`config.mk`:
```
export PLATFORM = sky130hd
export DESIGN_NAME = rtvu_top
export DESIGN_NICKNAME = d
export VERILOG_FILES = /design/src/logic/rtvu_pkg.sv /design/src/logic/rtvu_top.sv
export SDC_FILE = /design/constraint.sdc
export NUM_CORES = 1
export LEC_CHECK = 0
export ABC_AREA = 1
export BUFFER_PORTS_ARGS = -buffer_cell sky130_fd_sc_hd__buf_2
export CORE_MARGIN = 5
export CORE_UTILIZATION = 47
export DETAILED_ROUTE_END_ITERATION = 10
export PLACE_DENSITY = 0.7
export SLEW_MARGIN = 20
export SYNTH_ARGS = -nofsm -noshare
export SYNTH_HDL_FRONTEND = slang
export SYNTH_SLANG_ARGS = --single-unit
```
`constraint.sdc`:
```
create_clock -name core_clk_in -period 11.55 [get_ports core_clk_in]
set_clock_uncertainty 0.2 [all_clocks]
set_input_delay 1.155 -clock core_clk_in [delete_from_list [all_inputs] [get_ports core_clk_in]]
set_output_delay 1.155 -clock core_clk_in [all_outputs]
set_load 0.005 [all_outputs]
```
`src/logic/rtvu_pkg.sv`:
```
package rtvu_pkg;
   // Vector numbers
   localparam logic [7:0] VEC_RESET = 8'h00;
   localparam logic [7:0] VEC_ILLEGAL = 8'h04;
   localparam logic [7:0] VEC_TRACE = 8'h05;
   localparam logic [7:0] VEC_NMI = 8'h07;
   localparam logic [7:0] VEC_TRAP0 = 8'h08;
   localparam logic [7:0] VEC_CPU_ADDR_ERR = 8'h0c;
   localparam logic [7:0] VEC_DMA_ADDR_ERR = 8'h0d;
   localparam logic [7:0] VEC_SLEEP = 8'h12;
   localparam logic [7:0] VEC_IRQ_BASE = 8'h40;
   localparam logic [7:0] VEC_INTERNAL_MIN = 8'h50;
   localparam int IRQ_LINES = 12;
   // Entry size shift in advanced mode (4 bytes)
   localparam int VEC_SHIFT = 2;
   localparam logic [31:0] VBR_RESET = 32'h0000_0000;
   localparam logic [15:0] HALT_A_RESET = 16'h0fff;
   localparam logic [15:0] HALT_B_RESET = 16'hffff;
   localparam logic [1:0] INTR_MODE_0 = 2'h0;
   localparam logic [1:0] INTR_MODE_2 = 2'h2;
   // Bit positions
   localparam int CCR_I_BIT = 7;
   localparam int CCR_UI_BIT = 6;
   localparam int EXR_T_BIT = 7;
   // Register byte addresses (block-local map)
   localparam logic [7:0] ADDR_VBR = 8'h00;
   localparam logic [7:0] ADDR_CCR = 8'h04;
   localparam logic [7:0] ADDR_EXR = 8'h08;
   localparam logic [7:0] ADDR_HALT_A = 8'h0c;
   localparam logic [7:0] ADDR_HALT_B = 8'h10;
   localparam logic [7:0] ADDR_MODE = 8'h14;
   localparam logic [7:0] ADDR_STATUS = 8'h18;
   localparam logic [1:0] RESP_OKAY = 2'h0;
   localparam logic [1:0] RESP_SLVERR = 2'h2;
   typedef enum logic [3:0] {
      ST_RESET = 4'h1,
      ST_RUN = 4'h2,
      ST_FETCH = 4'h4,
      ST_DONE = 4'h8
   } rtvu_state_t;
endpackage

```
`src/logic/rtvu_top.sv`:
```
// Overview of operation
// - Reset beats all exceptions; pin low halts
// - Watchdog overflow resets like pin
// - Reset inits state, interrupt mode 0
// - Release clears base, trace; sets masks
// - Fetch reset vector into program counter
// - Block all interrupts until first instruction
// - Halt controls become 0FFF and FFFF
// - Halted peripheral register access ignored
// - Reset, CPU address error: offset only
// - Four-byte entries, IRQ and internal ranges
// - Never generate user or reserved vectors
// - DMA address error from transfer controllers
// - Trace only in mode 2
// - Trace after each instruction, ignores mask
// - Trace entry sets I, clears T
// - Stacked trace bit stays 1
// - No trace after return instruction
// - Only NMI among interrupts accepted inside trace handler while I is set
//
// The AXI4-Lite register port and the register offsets are this design's own decisions.
module rtvu_top (
   input wire logic core_clk_in,
   input wire logic resetn_in,
   input wire logic chip_init_pin_n_in,
   input wire logic wdt_overflow_in,
   // Core side
   input wire logic instr_done_in,
   input wire logic instr_is_rte_in,
   input wire logic illegal_instr_in,
   input wire logic cpu_addr_err_in,
   input wire logic xfer_addr_err_in,
   input wire logic nmi_in,
   input wire logic sleep_intr_in,
   input wire logic [11:0] irq_in,
   input wire logic internal_intr_in,
   input wire logic [7:0] internal_vec_in,
   input wire logic trap_in,
   input wire logic [1:0] trap_num_in,
   input wire logic [2:0] irq_prio_in,
   // Vector fetch port
   output logic fetch_req_out,
   output logic [31:0] fetch_addr_out,
   input wire logic fetch_ack_in,
   input wire logic [31:0] fetch_data_in,
   output logic exc_start_out,
   output logic [7:0] exc_vec_out,
   output logic [7:0] stacked_exr_out,
   output logic [7:0] stacked_ccr_out,
   output logic [31:0] pc_out,
   output logic pc_load_out,
   output logic cpu_in_reset_out,
   output logic [15:0] module_halt_a_out,
   output logic [15:0] module_halt_b_out,
   // AXI4-Lite
   input wire logic [7:0] s_axi_awaddr,
   input wire logic s_axi_awvalid,
   output logic s_axi_awready,
   input wire logic [31:0] s_axi_wdata,
   input wire logic [3:0] s_axi_wstrb,
   input wire logic s_axi_wvalid,
   output logic s_axi_wready,
   output logic [1:0] s_axi_bresp,
   output logic s_axi_bvalid,
   input wire logic s_axi_bready,
   input wire logic [7:0] s_axi_araddr,
   input wire logic s_axi_arvalid,
   output logic s_axi_arready,
   output logic [31:0] s_axi_rdata,
   output logic [1:0] s_axi_rresp,
   output logic s_axi_rvalid,
   input wire logic s_axi_rready
);
   typedef struct packed {
      rtvu_pkg::rtvu_state_t st;
      logic [31:0] vector_base_reg;
      logic [7:0] cond_code_reg;
      logic [7:0] extended_ctrl_reg;
      logic [1:0] mode;
      logic [15:0] halt_a;
      logic [15:0] halt_b;
      logic intr_block;
      logic [7:0] vec;
      logic [31:0] faddr;
      logic [31:0] pc;
      logic pc_load;
      logic exc_start;
      logic [7:0] st_exr;
      logic [7:0] st_ccr;
      logic aw_got;
      logic w_got;
      logic [7:0] awaddr;
      logic [31:0] wdata;
      logic [3:0] wstrb;
      logic bvalid;
      logic [1:0] bresp;
      logic rvalid;
      logic [31:0] rdata;
      logic [1:0] rresp;
   } rtvu_regs_t;

   rtvu_regs_t r;
   rtvu_regs_t next_r;
   logic wdt_reset;

   // Vector offset, entries are 4 bytes
   function automatic logic [31:0] vec_offset(input logic [7:0] v);
      vec_offset = {22'h00_0000, v, 2'h0};
   endfunction

   function automatic logic [31:0] merge(input logic [31:0] old, input logic [31:0] d,
                                         input logic [3:0] be);
      logic [31:0] res;
      res = old;
      for (int i = 0; i < 4; i++) begin
         if (be[i]) begin
            res[i*8 +: 8] = d[i*8 +: 8];
         end
      end
      merge = res;
   endfunction

   function automatic logic [8:0] pick_vec(input logic trace_ok, input logic intr_ok);
      logic [8:0] res;
      res = 9'h000;
      if (illegal_instr_in) begin
         res = {1'b1, rtvu_pkg::VEC_ILLEGAL};
      end else if (trace_ok) begin
         res = {1'b1, rtvu_pkg::VEC_TRACE};
      end else if (cpu_addr_err_in) begin
         res = {1'b1, rtvu_pkg::VEC_CPU_ADDR_ERR};
      end else if (xfer_addr_err_in) begin
         res = {1'b1, rtvu_pkg::VEC_DMA_ADDR_ERR};
      end else if (intr_ok && nmi_in) begin
         res = {1'b1, rtvu_pkg::VEC_NMI};
      end else if (intr_ok && !r.cond_code_reg[rtvu_pkg::CCR_I_BIT] && sleep_intr_in) begin
         res = {1'b1, rtvu_pkg::VEC_SLEEP};
      end else if (intr_ok && !r.cond_code_reg[rtvu_pkg::CCR_I_BIT] && (|irq_in)) begin
         res = 9'h000;
         for (int i = rtvu_pkg::IRQ_LINES - 1; i >= 0; i--) begin
            if (irq_in[i]) begin
               res = {1'b1, rtvu_pkg::VEC_IRQ_BASE + 8'(i)};
            end
         end
      end else if (intr_ok && !r.cond_code_reg[rtvu_pkg::CCR_I_BIT] && internal_intr_in
                   && internal_vec_in >= rtvu_pkg::VEC_INTERNAL_MIN) begin
         res = {1'b1, internal_vec_in};
      end else if (trap_in) begin
         res = {1'b1, rtvu_pkg::VEC_TRAP0 + {6'h00, trap_num_in}};
      end
      pick_vec = res;
   endfunction

   always_comb begin
      logic trace_ok;
      logic intr_ok;
      logic [8:0] sel;
      logic [7:0] exr_new;
      logic [7:0] ccr_new;
      logic [31:0] wm;
      trace_ok = 1'b0;
      intr_ok = 1'b0;
      sel = 9'h000;
      exr_new = 8'h00;
      ccr_new = 8'h00;
      wm = 32'h0000_0000;
      next_r = r;
      next_r.pc_load = 1'b0;
      next_r.exc_start = 1'b0;
      case (r.st)
         rtvu_pkg::ST_RESET: begin
            next_r.vector_base_reg = rtvu_pkg::VBR_RESET;
            next_r.extended_ctrl_reg[rtvu_pkg::EXR_T_BIT] = 1'b0;
            next_r.extended_ctrl_reg[2:0] = 3'h7;
            next_r.cond_code_reg[rtvu_pkg::CCR_I_BIT] = 1'b1;
            next_r.halt_a = rtvu_pkg::HALT_A_RESET;
            next_r.halt_b = rtvu_pkg::HALT_B_RESET;
            next_r.vec = rtvu_pkg::VEC_RESET;
            next_r.faddr = vec_offset(rtvu_pkg::VEC_RESET);
            next_r.intr_block = 1'b1;
            next_r.st = rtvu_pkg::ST_FETCH;
         end
         rtvu_pkg::ST_FETCH: begin
            if (fetch_ack_in) begin
               next_r.pc = fetch_data_in;
               next_r.pc_load = 1'b1;
               next_r.st = rtvu_pkg::ST_RUN;
            end
         end
         rtvu_pkg::ST_RUN: begin
            if (instr_done_in) begin
               next_r.intr_block = 1'b0;
               trace_ok = r.extended_ctrl_reg[rtvu_pkg::EXR_T_BIT] && r.mode == rtvu_pkg::INTR_MODE_2
                          && !instr_is_rte_in;
               intr_ok = !r.intr_block;
               sel = pick_vec(trace_ok, intr_ok);
               if (sel[8]) begin
                  exr_new = r.extended_ctrl_reg;
                  ccr_new = r.cond_code_reg;
                  ccr_new[rtvu_pkg::CCR_I_BIT] = 1'b1;
                  if (r.mode == rtvu_pkg::INTR_MODE_2) begin
                     exr_new[rtvu_pkg::EXR_T_BIT] = 1'b0;
                     if (sel[7:0] == rtvu_pkg::VEC_CPU_ADDR_ERR) begin
                        exr_new[2:0] = 3'h7;
                     end else if (sel[7:0] != rtvu_pkg::VEC_TRACE
                                  && sel[7:0] >= rtvu_pkg::VEC_IRQ_BASE) begin
                        exr_new[2:0] = irq_prio_in;
                     end
                  end
                  next_r.st_exr = r.extended_ctrl_reg;
                  next_r.st_ccr = r.cond_code_reg;
                  next_r.extended_ctrl_reg = exr_new;
                  next_r.cond_code_reg = ccr_new;
                  next_r.vec = sel[7:0];
                  next_r.exc_start = 1'b1;
                  if (sel[7:0] == rtvu_pkg::VEC_CPU_ADDR_ERR) begin
                     next_r.faddr = vec_offset(sel[7:0]);
                  end else begin
                     next_r.faddr = r.vector_base_reg + vec_offset(sel[7:0]);
                  end
                  next_r.st = rtvu_pkg::ST_FETCH;
               end
            end
         end
         default: begin
            next_r.st = rtvu_pkg::ST_RESET;
         end
      endcase

      // Register slave; one write and one read at a time
      if (s_axi_awvalid && !r.aw_got && !r.bvalid) begin
         next_r.aw_got = 1'b1;
         next_r.awaddr = s_axi_awaddr;
      end
      if (s_axi_wvalid && !r.w_got && !r.bvalid) begin
         next_r.w_got = 1'b1;
         next_r.wdata = s_axi_wdata;
         next_r.wstrb = s_axi_wstrb;
      end
      if (r.aw_got && r.w_got) begin
         next_r.aw_got = 1'b0;
         next_r.w_got = 1'b0;
         next_r.bvalid = 1'b1;
         next_r.bresp = rtvu_pkg::RESP_OKAY;
         case (r.awaddr)
            rtvu_pkg::ADDR_VBR: next_r.vector_base_reg = merge(r.vector_base_reg, r.wdata, r.wstrb);
            rtvu_pkg::ADDR_CCR: begin
               wm = merge({24'h00_0000, r.cond_code_reg}, r.wdata, r.wstrb);
               next_r.cond_code_reg = wm[7:0];
            end
            rtvu_pkg::ADDR_EXR: begin
               wm = merge({24'h00_0000, r.extended_ctrl_reg}, r.wdata, r.wstrb);
               next_r.extended_ctrl_reg = wm[7:0];
            end
            rtvu_pkg::ADDR_HALT_A: begin
               wm = merge({16'h0000, r.halt_a}, r.wdata, r.wstrb);
               next_r.halt_a = wm[15:0];
            end
            rtvu_pkg::ADDR_HALT_B: begin
               wm = merge({16'h0000, r.halt_b}, r.wdata, r.wstrb);
               next_r.halt_b = wm[15:0];
            end
            rtvu_pkg::ADDR_MODE: begin
               if (r.wstrb[0] && (r.wdata[1:0] == rtvu_pkg::INTR_MODE_0
                                   || r.wdata[1:0] == rtvu_pkg::INTR_MODE_2)) begin
                  next_r.mode = r.wdata[1:0];
               end
            end
            rtvu_pkg::ADDR_STATUS: begin
            end
            default: next_r.bresp = rtvu_pkg::RESP_SLVERR;
         endcase
      end
      if (r.bvalid && s_axi_bready) begin
         next_r.bvalid = 1'b0;
      end
      if (s_axi_arvalid && !r.rvalid) begin
         next_r.rvalid = 1'b1;
         next_r.rresp = rtvu_pkg::RESP_OKAY;
         case (s_axi_araddr)
            rtvu_pkg::ADDR_VBR: next_r.rdata = r.vector_base_reg;
            rtvu_pkg::ADDR_CCR: next_r.rdata = {24'h00_0000, r.cond_code_reg};
            rtvu_pkg::ADDR_EXR: next_r.rdata = {24'h00_0000, r.extended_ctrl_reg};
            rtvu_pkg::ADDR_HALT_A: next_r.rdata = {16'h0000, r.halt_a};
            rtvu_pkg::ADDR_HALT_B: next_r.rdata = {16'h0000, r.halt_b};
            rtvu_pkg::ADDR_MODE: next_r.rdata = {30'h0000_0000, r.mode};
            rtvu_pkg::ADDR_STATUS: next_r.rdata = {20'h0_0000, r.vec, r.st};
            default: begin
               next_r.rdata = 32'h0000_0000;
               next_r.rresp = rtvu_pkg::RESP_SLVERR;
            end
         endcase
      end else if (r.rvalid && s_axi_rready) begin
         next_r.rvalid = 1'b0;
      end
   end

   // reset input or pin forces reset state
   assign wdt_reset = !resetn_in || !chip_init_pin_n_in;

   always_ff @(posedge core_clk_in or posedge wdt_reset) begin
      if (wdt_reset) begin
         r <= '{st: rtvu_pkg::ST_RESET, vector_base_reg: rtvu_pkg::VBR_RESET, cond_code_reg: 8'h80, extended_ctrl_reg: 8'h07,
                mode: rtvu_pkg::INTR_MODE_0, halt_a: rtvu_pkg::HALT_A_RESET,
                halt_b: rtvu_pkg::HALT_B_RESET, intr_block: 1'b1, default: '0};
      end else if (wdt_overflow_in) begin
         r <= '{st: rtvu_pkg::ST_RESET, vector_base_reg: rtvu_pkg::VBR_RESET, cond_code_reg: 8'h80, extended_ctrl_reg: 8'h07,
                mode: rtvu_pkg::INTR_MODE_0, halt_a: rtvu_pkg::HALT_A_RESET,
                halt_b: rtvu_pkg::HALT_B_RESET, intr_block: 1'b1, default: '0};
      end else begin
         r <= next_r;
      end
   end

   assign fetch_req_out = r.st == rtvu_pkg::ST_FETCH;
   assign fetch_addr_out = r.faddr;
   assign exc_start_out = r.exc_start;
   assign exc_vec_out = r.vec;
   assign stacked_exr_out = r.st_exr;
   assign stacked_ccr_out = r.st_ccr;
   assign pc_out = r.pc;
   assign pc_load_out = r.pc_load;
   assign cpu_in_reset_out = r.st == rtvu_pkg::ST_RESET;
   // peripherals gate access on these bits
   assign module_halt_a_out = r.halt_a;
   assign module_halt_b_out = r.halt_b;
   assign s_axi_awready = !r.aw_got && !r.bvalid;
   assign s_axi_wready = !r.w_got && !r.bvalid;
   assign s_axi_bvalid = r.bvalid;
   assign s_axi_bresp = r.bresp;
   assign s_axi_arready = !r.rvalid;
   assign s_axi_rvalid = r.rvalid;
   assign s_axi_rdata = r.rdata;
   assign s_axi_rresp = r.rresp;
endmodule

```
==> summary.txt <==
Global routing
  • Largest net degree at the start of global routing: 119
  • GRT Overall Usage: 0.248
  • Initial antenna violation count: 1
  • Vias in the first global route: 11700
  • GRT Residual Overflow: 0
  • First-pass GRT wire length: 65300 µm

Logic synthesis
  • Post-synthesis register bit count: 258
  • Syn. warnings: 0
  • Post-synth top cells: nand2_1, inv_1, dfrtp_1
  • Post-Syn Area per Cell: 8.43 µm²
  • Number of synthesized flops with an enable pin: 0
  • Register area share after synthesis: 0.478
  • Async set-reset flop share out of synthesis: 1.00
  • Post-synth top flop: dfrtp_1
  • Top-count cell post-synth: nand2_1
  • Top cells by area, synth: dfrtp_1, buf_4, nand2_1
  • Top cell type's share of synthesized area: 0.413
  • Synth area leader: dfrtp_1
  • Unique masters post-synth: 55
  • Syn Inst Count: 1611
  • Synthesized cell area: 13600 µm²

Clocking
  • Skew-Pair Late Insertion Delay: 0.55 ns
  • Post-cts gate resize count: 0
  • # H-tree levels: 1
  • CTS Buf Count: 28
  • CTS sink cnt: 258
  • CTS clk-pin slew, worst paths: 0.06 ns
  • Hold Buf Count CTS: 0
  • Post-CTS setup repair buffer count: 0
  • Clock buffer depth: 3
  • Root Buffer: clkbuf_16
  • CTS tree: built

Timing
  • Setup TNS: 0 ns
  • Post-route minimum period: 3.66 ns
  • Relative slew slack: 0.243
  • RSZ-0062 raised after global routing: no
  • Max Fclk: 273 MHz
  • Period utilization: 0.317
  • Slew Viols, Final: 0
  • Final setup viols: 0
  • Worst-margin pin slew: 1.13 ns
  • Final hold viol count: 0

Drt
  • Residual DRC: 0
  • Vias: 11700
  • First drt pass iteration count: 6
  • Remaining antenna violation count after routing: 0
  • Initial DRC count: 1033
  • Final WL: 41700 µm
  • Vias/cell: 5.48
  • Wire per inst: 19.4 µm

Power and ir drop
  • VDD IR-drop max: 110 µV
  • Logic gate share of total power: 0.093
  • P_sw: 0.000526 W
  • Internal power: 0.00154 W
  • P per Cell Area: 136 nW/µm²
  • Switching share of power: 0.255
  • Clock power frac: 0.451
  • Leak pwr: 7.74 nW
  • Flop pwr share: 0.455
  • Design Power: 0.00206 W

Setup path
  • CP required: 11.79 ns
  • Critical path class: in -> reg
  • Crit path DAT: 3.90 ns
  • Max stage delay on crit path: 0.30 ns
  • CP max stage cell: o31ai_2
  • CP max FO: 7
  • Bufs and invs on worst path: 2
  • Worst-path cell chain: buf_2 > nor2_1 > nand3_1 > nor2_2 > nand2_2 > nand2_4 > inv_4 > nor2_1 > a21oi_1 > nor3_1 > ha_1 > a21oi_1 > o31ai_2 > a21oi_2 > nand2_4 > nand4_2 > nor2_1 > nand3_1 > nand2_1 > nand2_1
  • Crit end category: flip-flop
  • Critical path's most frequent cell: nor2_1
  • CP Launch Type: primary input
  • CP delay by family, top: simple AND/OR/NAND/NOR gates

Floorplanning
  • Die height: 180 µm
  • Die area: 32400 µm²
  • Die X-Extent: 180 µm
  • Starting Density: 0.475
  • FP Rows: 62
  • Core Region: 28600 µm²
  • Ports: 293

Finish
  • Share of post-route cells with drive strength above 1: 0.254
  • Register area: 6500 µm²
  • Area Overhead vs Synth: 12.1%
  • Nets: 1874
  • Utilization after layout: 0.532
  • Final Non-Filler Cells: 2145
  • # fillers: 2725
  • Finished Cell Area: 15200 µm²
  • Area of the multi-input gates: 4790 µm²

Placement
  • Dpl cell area: 14200 µm²
  • Placed Cells incl. Taps: 2093
  • Placer Congestion: 0.955
  • Port buffer count: 290
  • Post-DP HPWL: 31000 µm

Run status
  • Status: finished clean

Flow run
  • Max cap viols: 0

Worst hold path
  • Worst hold-check path type: reg -> reg
-- sequential cells by signal, summed over array words and instances (netlist names) --
name / cells
stacked_exr_out: 8
fetch_addr_out: 32
exc_start_out: 1
s_axi_rdata: 32
s_axi_bresp: 1
exc_vec_out: 8
module_halt_a_out: 16
stacked_ccr_out: 8
pc_out: 32
s_axi_rresp: 1
s_axi_bvalid: 1
s_axi_rvalid: 1
r: 100
module_halt_b_out: 16
pc_load_out: 1
-- placed cells by master (no fill, tap or decap), types with 14 or more instances in the layout --
cell         n
o21ai_1     24
clkbuf_16   28
nor2_1      68
nand2_2     14
inv_2       15
a21oi_1     45
o21ai_0     79
a32oi_1     25
o32ai_1     24
nand3_1    101
o31ai_1     19
inv_1      232
nand2_1    313
dfstp_2     34
o22ai_1     58
dfrtp_1    224
nor3_1      20
buf_2      290
-- worst paths after layout --
check | startpoint | to | slack, ns | depth (start not counted)
max | irq_in[6] | fetch_addr_out[31]$_DFFE_PP0P_ | 7.89 | 20
min | fetch_addr_out[21]$_DFFE_PP0P_ | fetch_addr_out[21]$_DFFE_PP0P_ | 0.27 | 2
max reg2reg | r[224]$_DFFE_PP1P_ | fetch_addr_out[26]$_DFFE_PP0P_ | 8.16 | 24
min reg2reg | fetch_addr_out[21]$_DFFE_PP0P_ | fetch_addr_out[21]$_DFFE_PP0P_ | 0.27 | 2
max in group asynchronous | chip_init_pin_n_in | r[39]$_DFFE_PP0P_ | 8.95 | 4
min in group asynchronous | resetn_in | stacked_ccr_out[1]$_DFFE_PP0P_ | 0.68 | 3
-- worst reg2reg max path: stages (launching register included) --
cell,delay (ns)
dfstp_2,0.53
inv_2,0.09
nand2_4,0.11
nor2_4,0.03
nand2_2,0.09
nand2_1,0.09
inv_2,0.06
nand2_1,0.04
a21oi_1,0.13
nand2_1,0.07
nand2_1,0.06
nand2_1,0.09
a21oi_1,0.26
ha_1,0.26
ha_1,0.16
inv_1,0.04
nand2_1,0.14
inv_1,0.10
o21ai_2,0.19
nand2_1,0.07
nand2_1,0.13
nand3_1,0.12
a21oi_1,0.15
nand2_1,0.07
nand2_1,0.05
-- layer usage --
metal / routed length [µm] / up-vias / global-route usage
li1: - / 5453 / -
met1: 17100 / 5625 / 0.341
met2: 18800 / 564 / 0.384
met3: 3810 / 105 / 0.0491
met4: 1960 / 0 / 0.108
met5: 0 / - / 0
-- through the flow --
| stage | setup WS [ns] | hold WS [ns] |
|---|---|---|
| 2_1_floorplan | 3.13 | 0.241 |
| 3_3_place_gp | 7.48 | 0.260 |
| 3_5_place_dp | 7.36 | 0.264 |
| 4_1_cts | 7.94 | 0.274 |
| 5_1_grt | 7.61 | 0.290 |
| 6_report | 7.89 | 0.273 |
-- final cells by class --
| class | count | area share |
|---|---|---|
| timing repair buffer | 298 | 0.0993 |
| clock buffer | 43 | 0.0570 |
| sequential | 258 | 0.427 |
| clock inverter | 8 | 0.00699 |
| inverter | 254 | 0.0634 |
| antenna | 1 | 0.000164 |
| tap | 384 | 0.0316 |
| multi-input combinational | 899 | 0.315 |
-- logic make-up (layout without fill, tap and decap cells) --
group / Yosys count / in the layout / share of synthesized area
flops: 258 / 258 / 0.478
xor+xnor: 10 / 10 / 0.00645
other cells: 1 / 3 / 0.000276
fa+ha+maj: 7 / 7 / 0.00645
simple gates: 560 / 560 / 0.186
buf+inv: 455 / 603 / 0.170
compound gates: 320 / 320 / 0.152
-- power by group through the flow --
stage,Sequential (W),Combinational [W],Clock [W]
2_1_floorplan,0.000951,0.000120,0
3_3_place_gp,0.000954,0.000189,0
3_5_place_dp,0.000955,0.000192,0
4_1_cts,0.000939,0.000193,0.000945
5_1_grt,0.000942,0.000214,0.000987
6_report,0.000940,0.000193,0.000932
(Power assumes the default switching activity.)
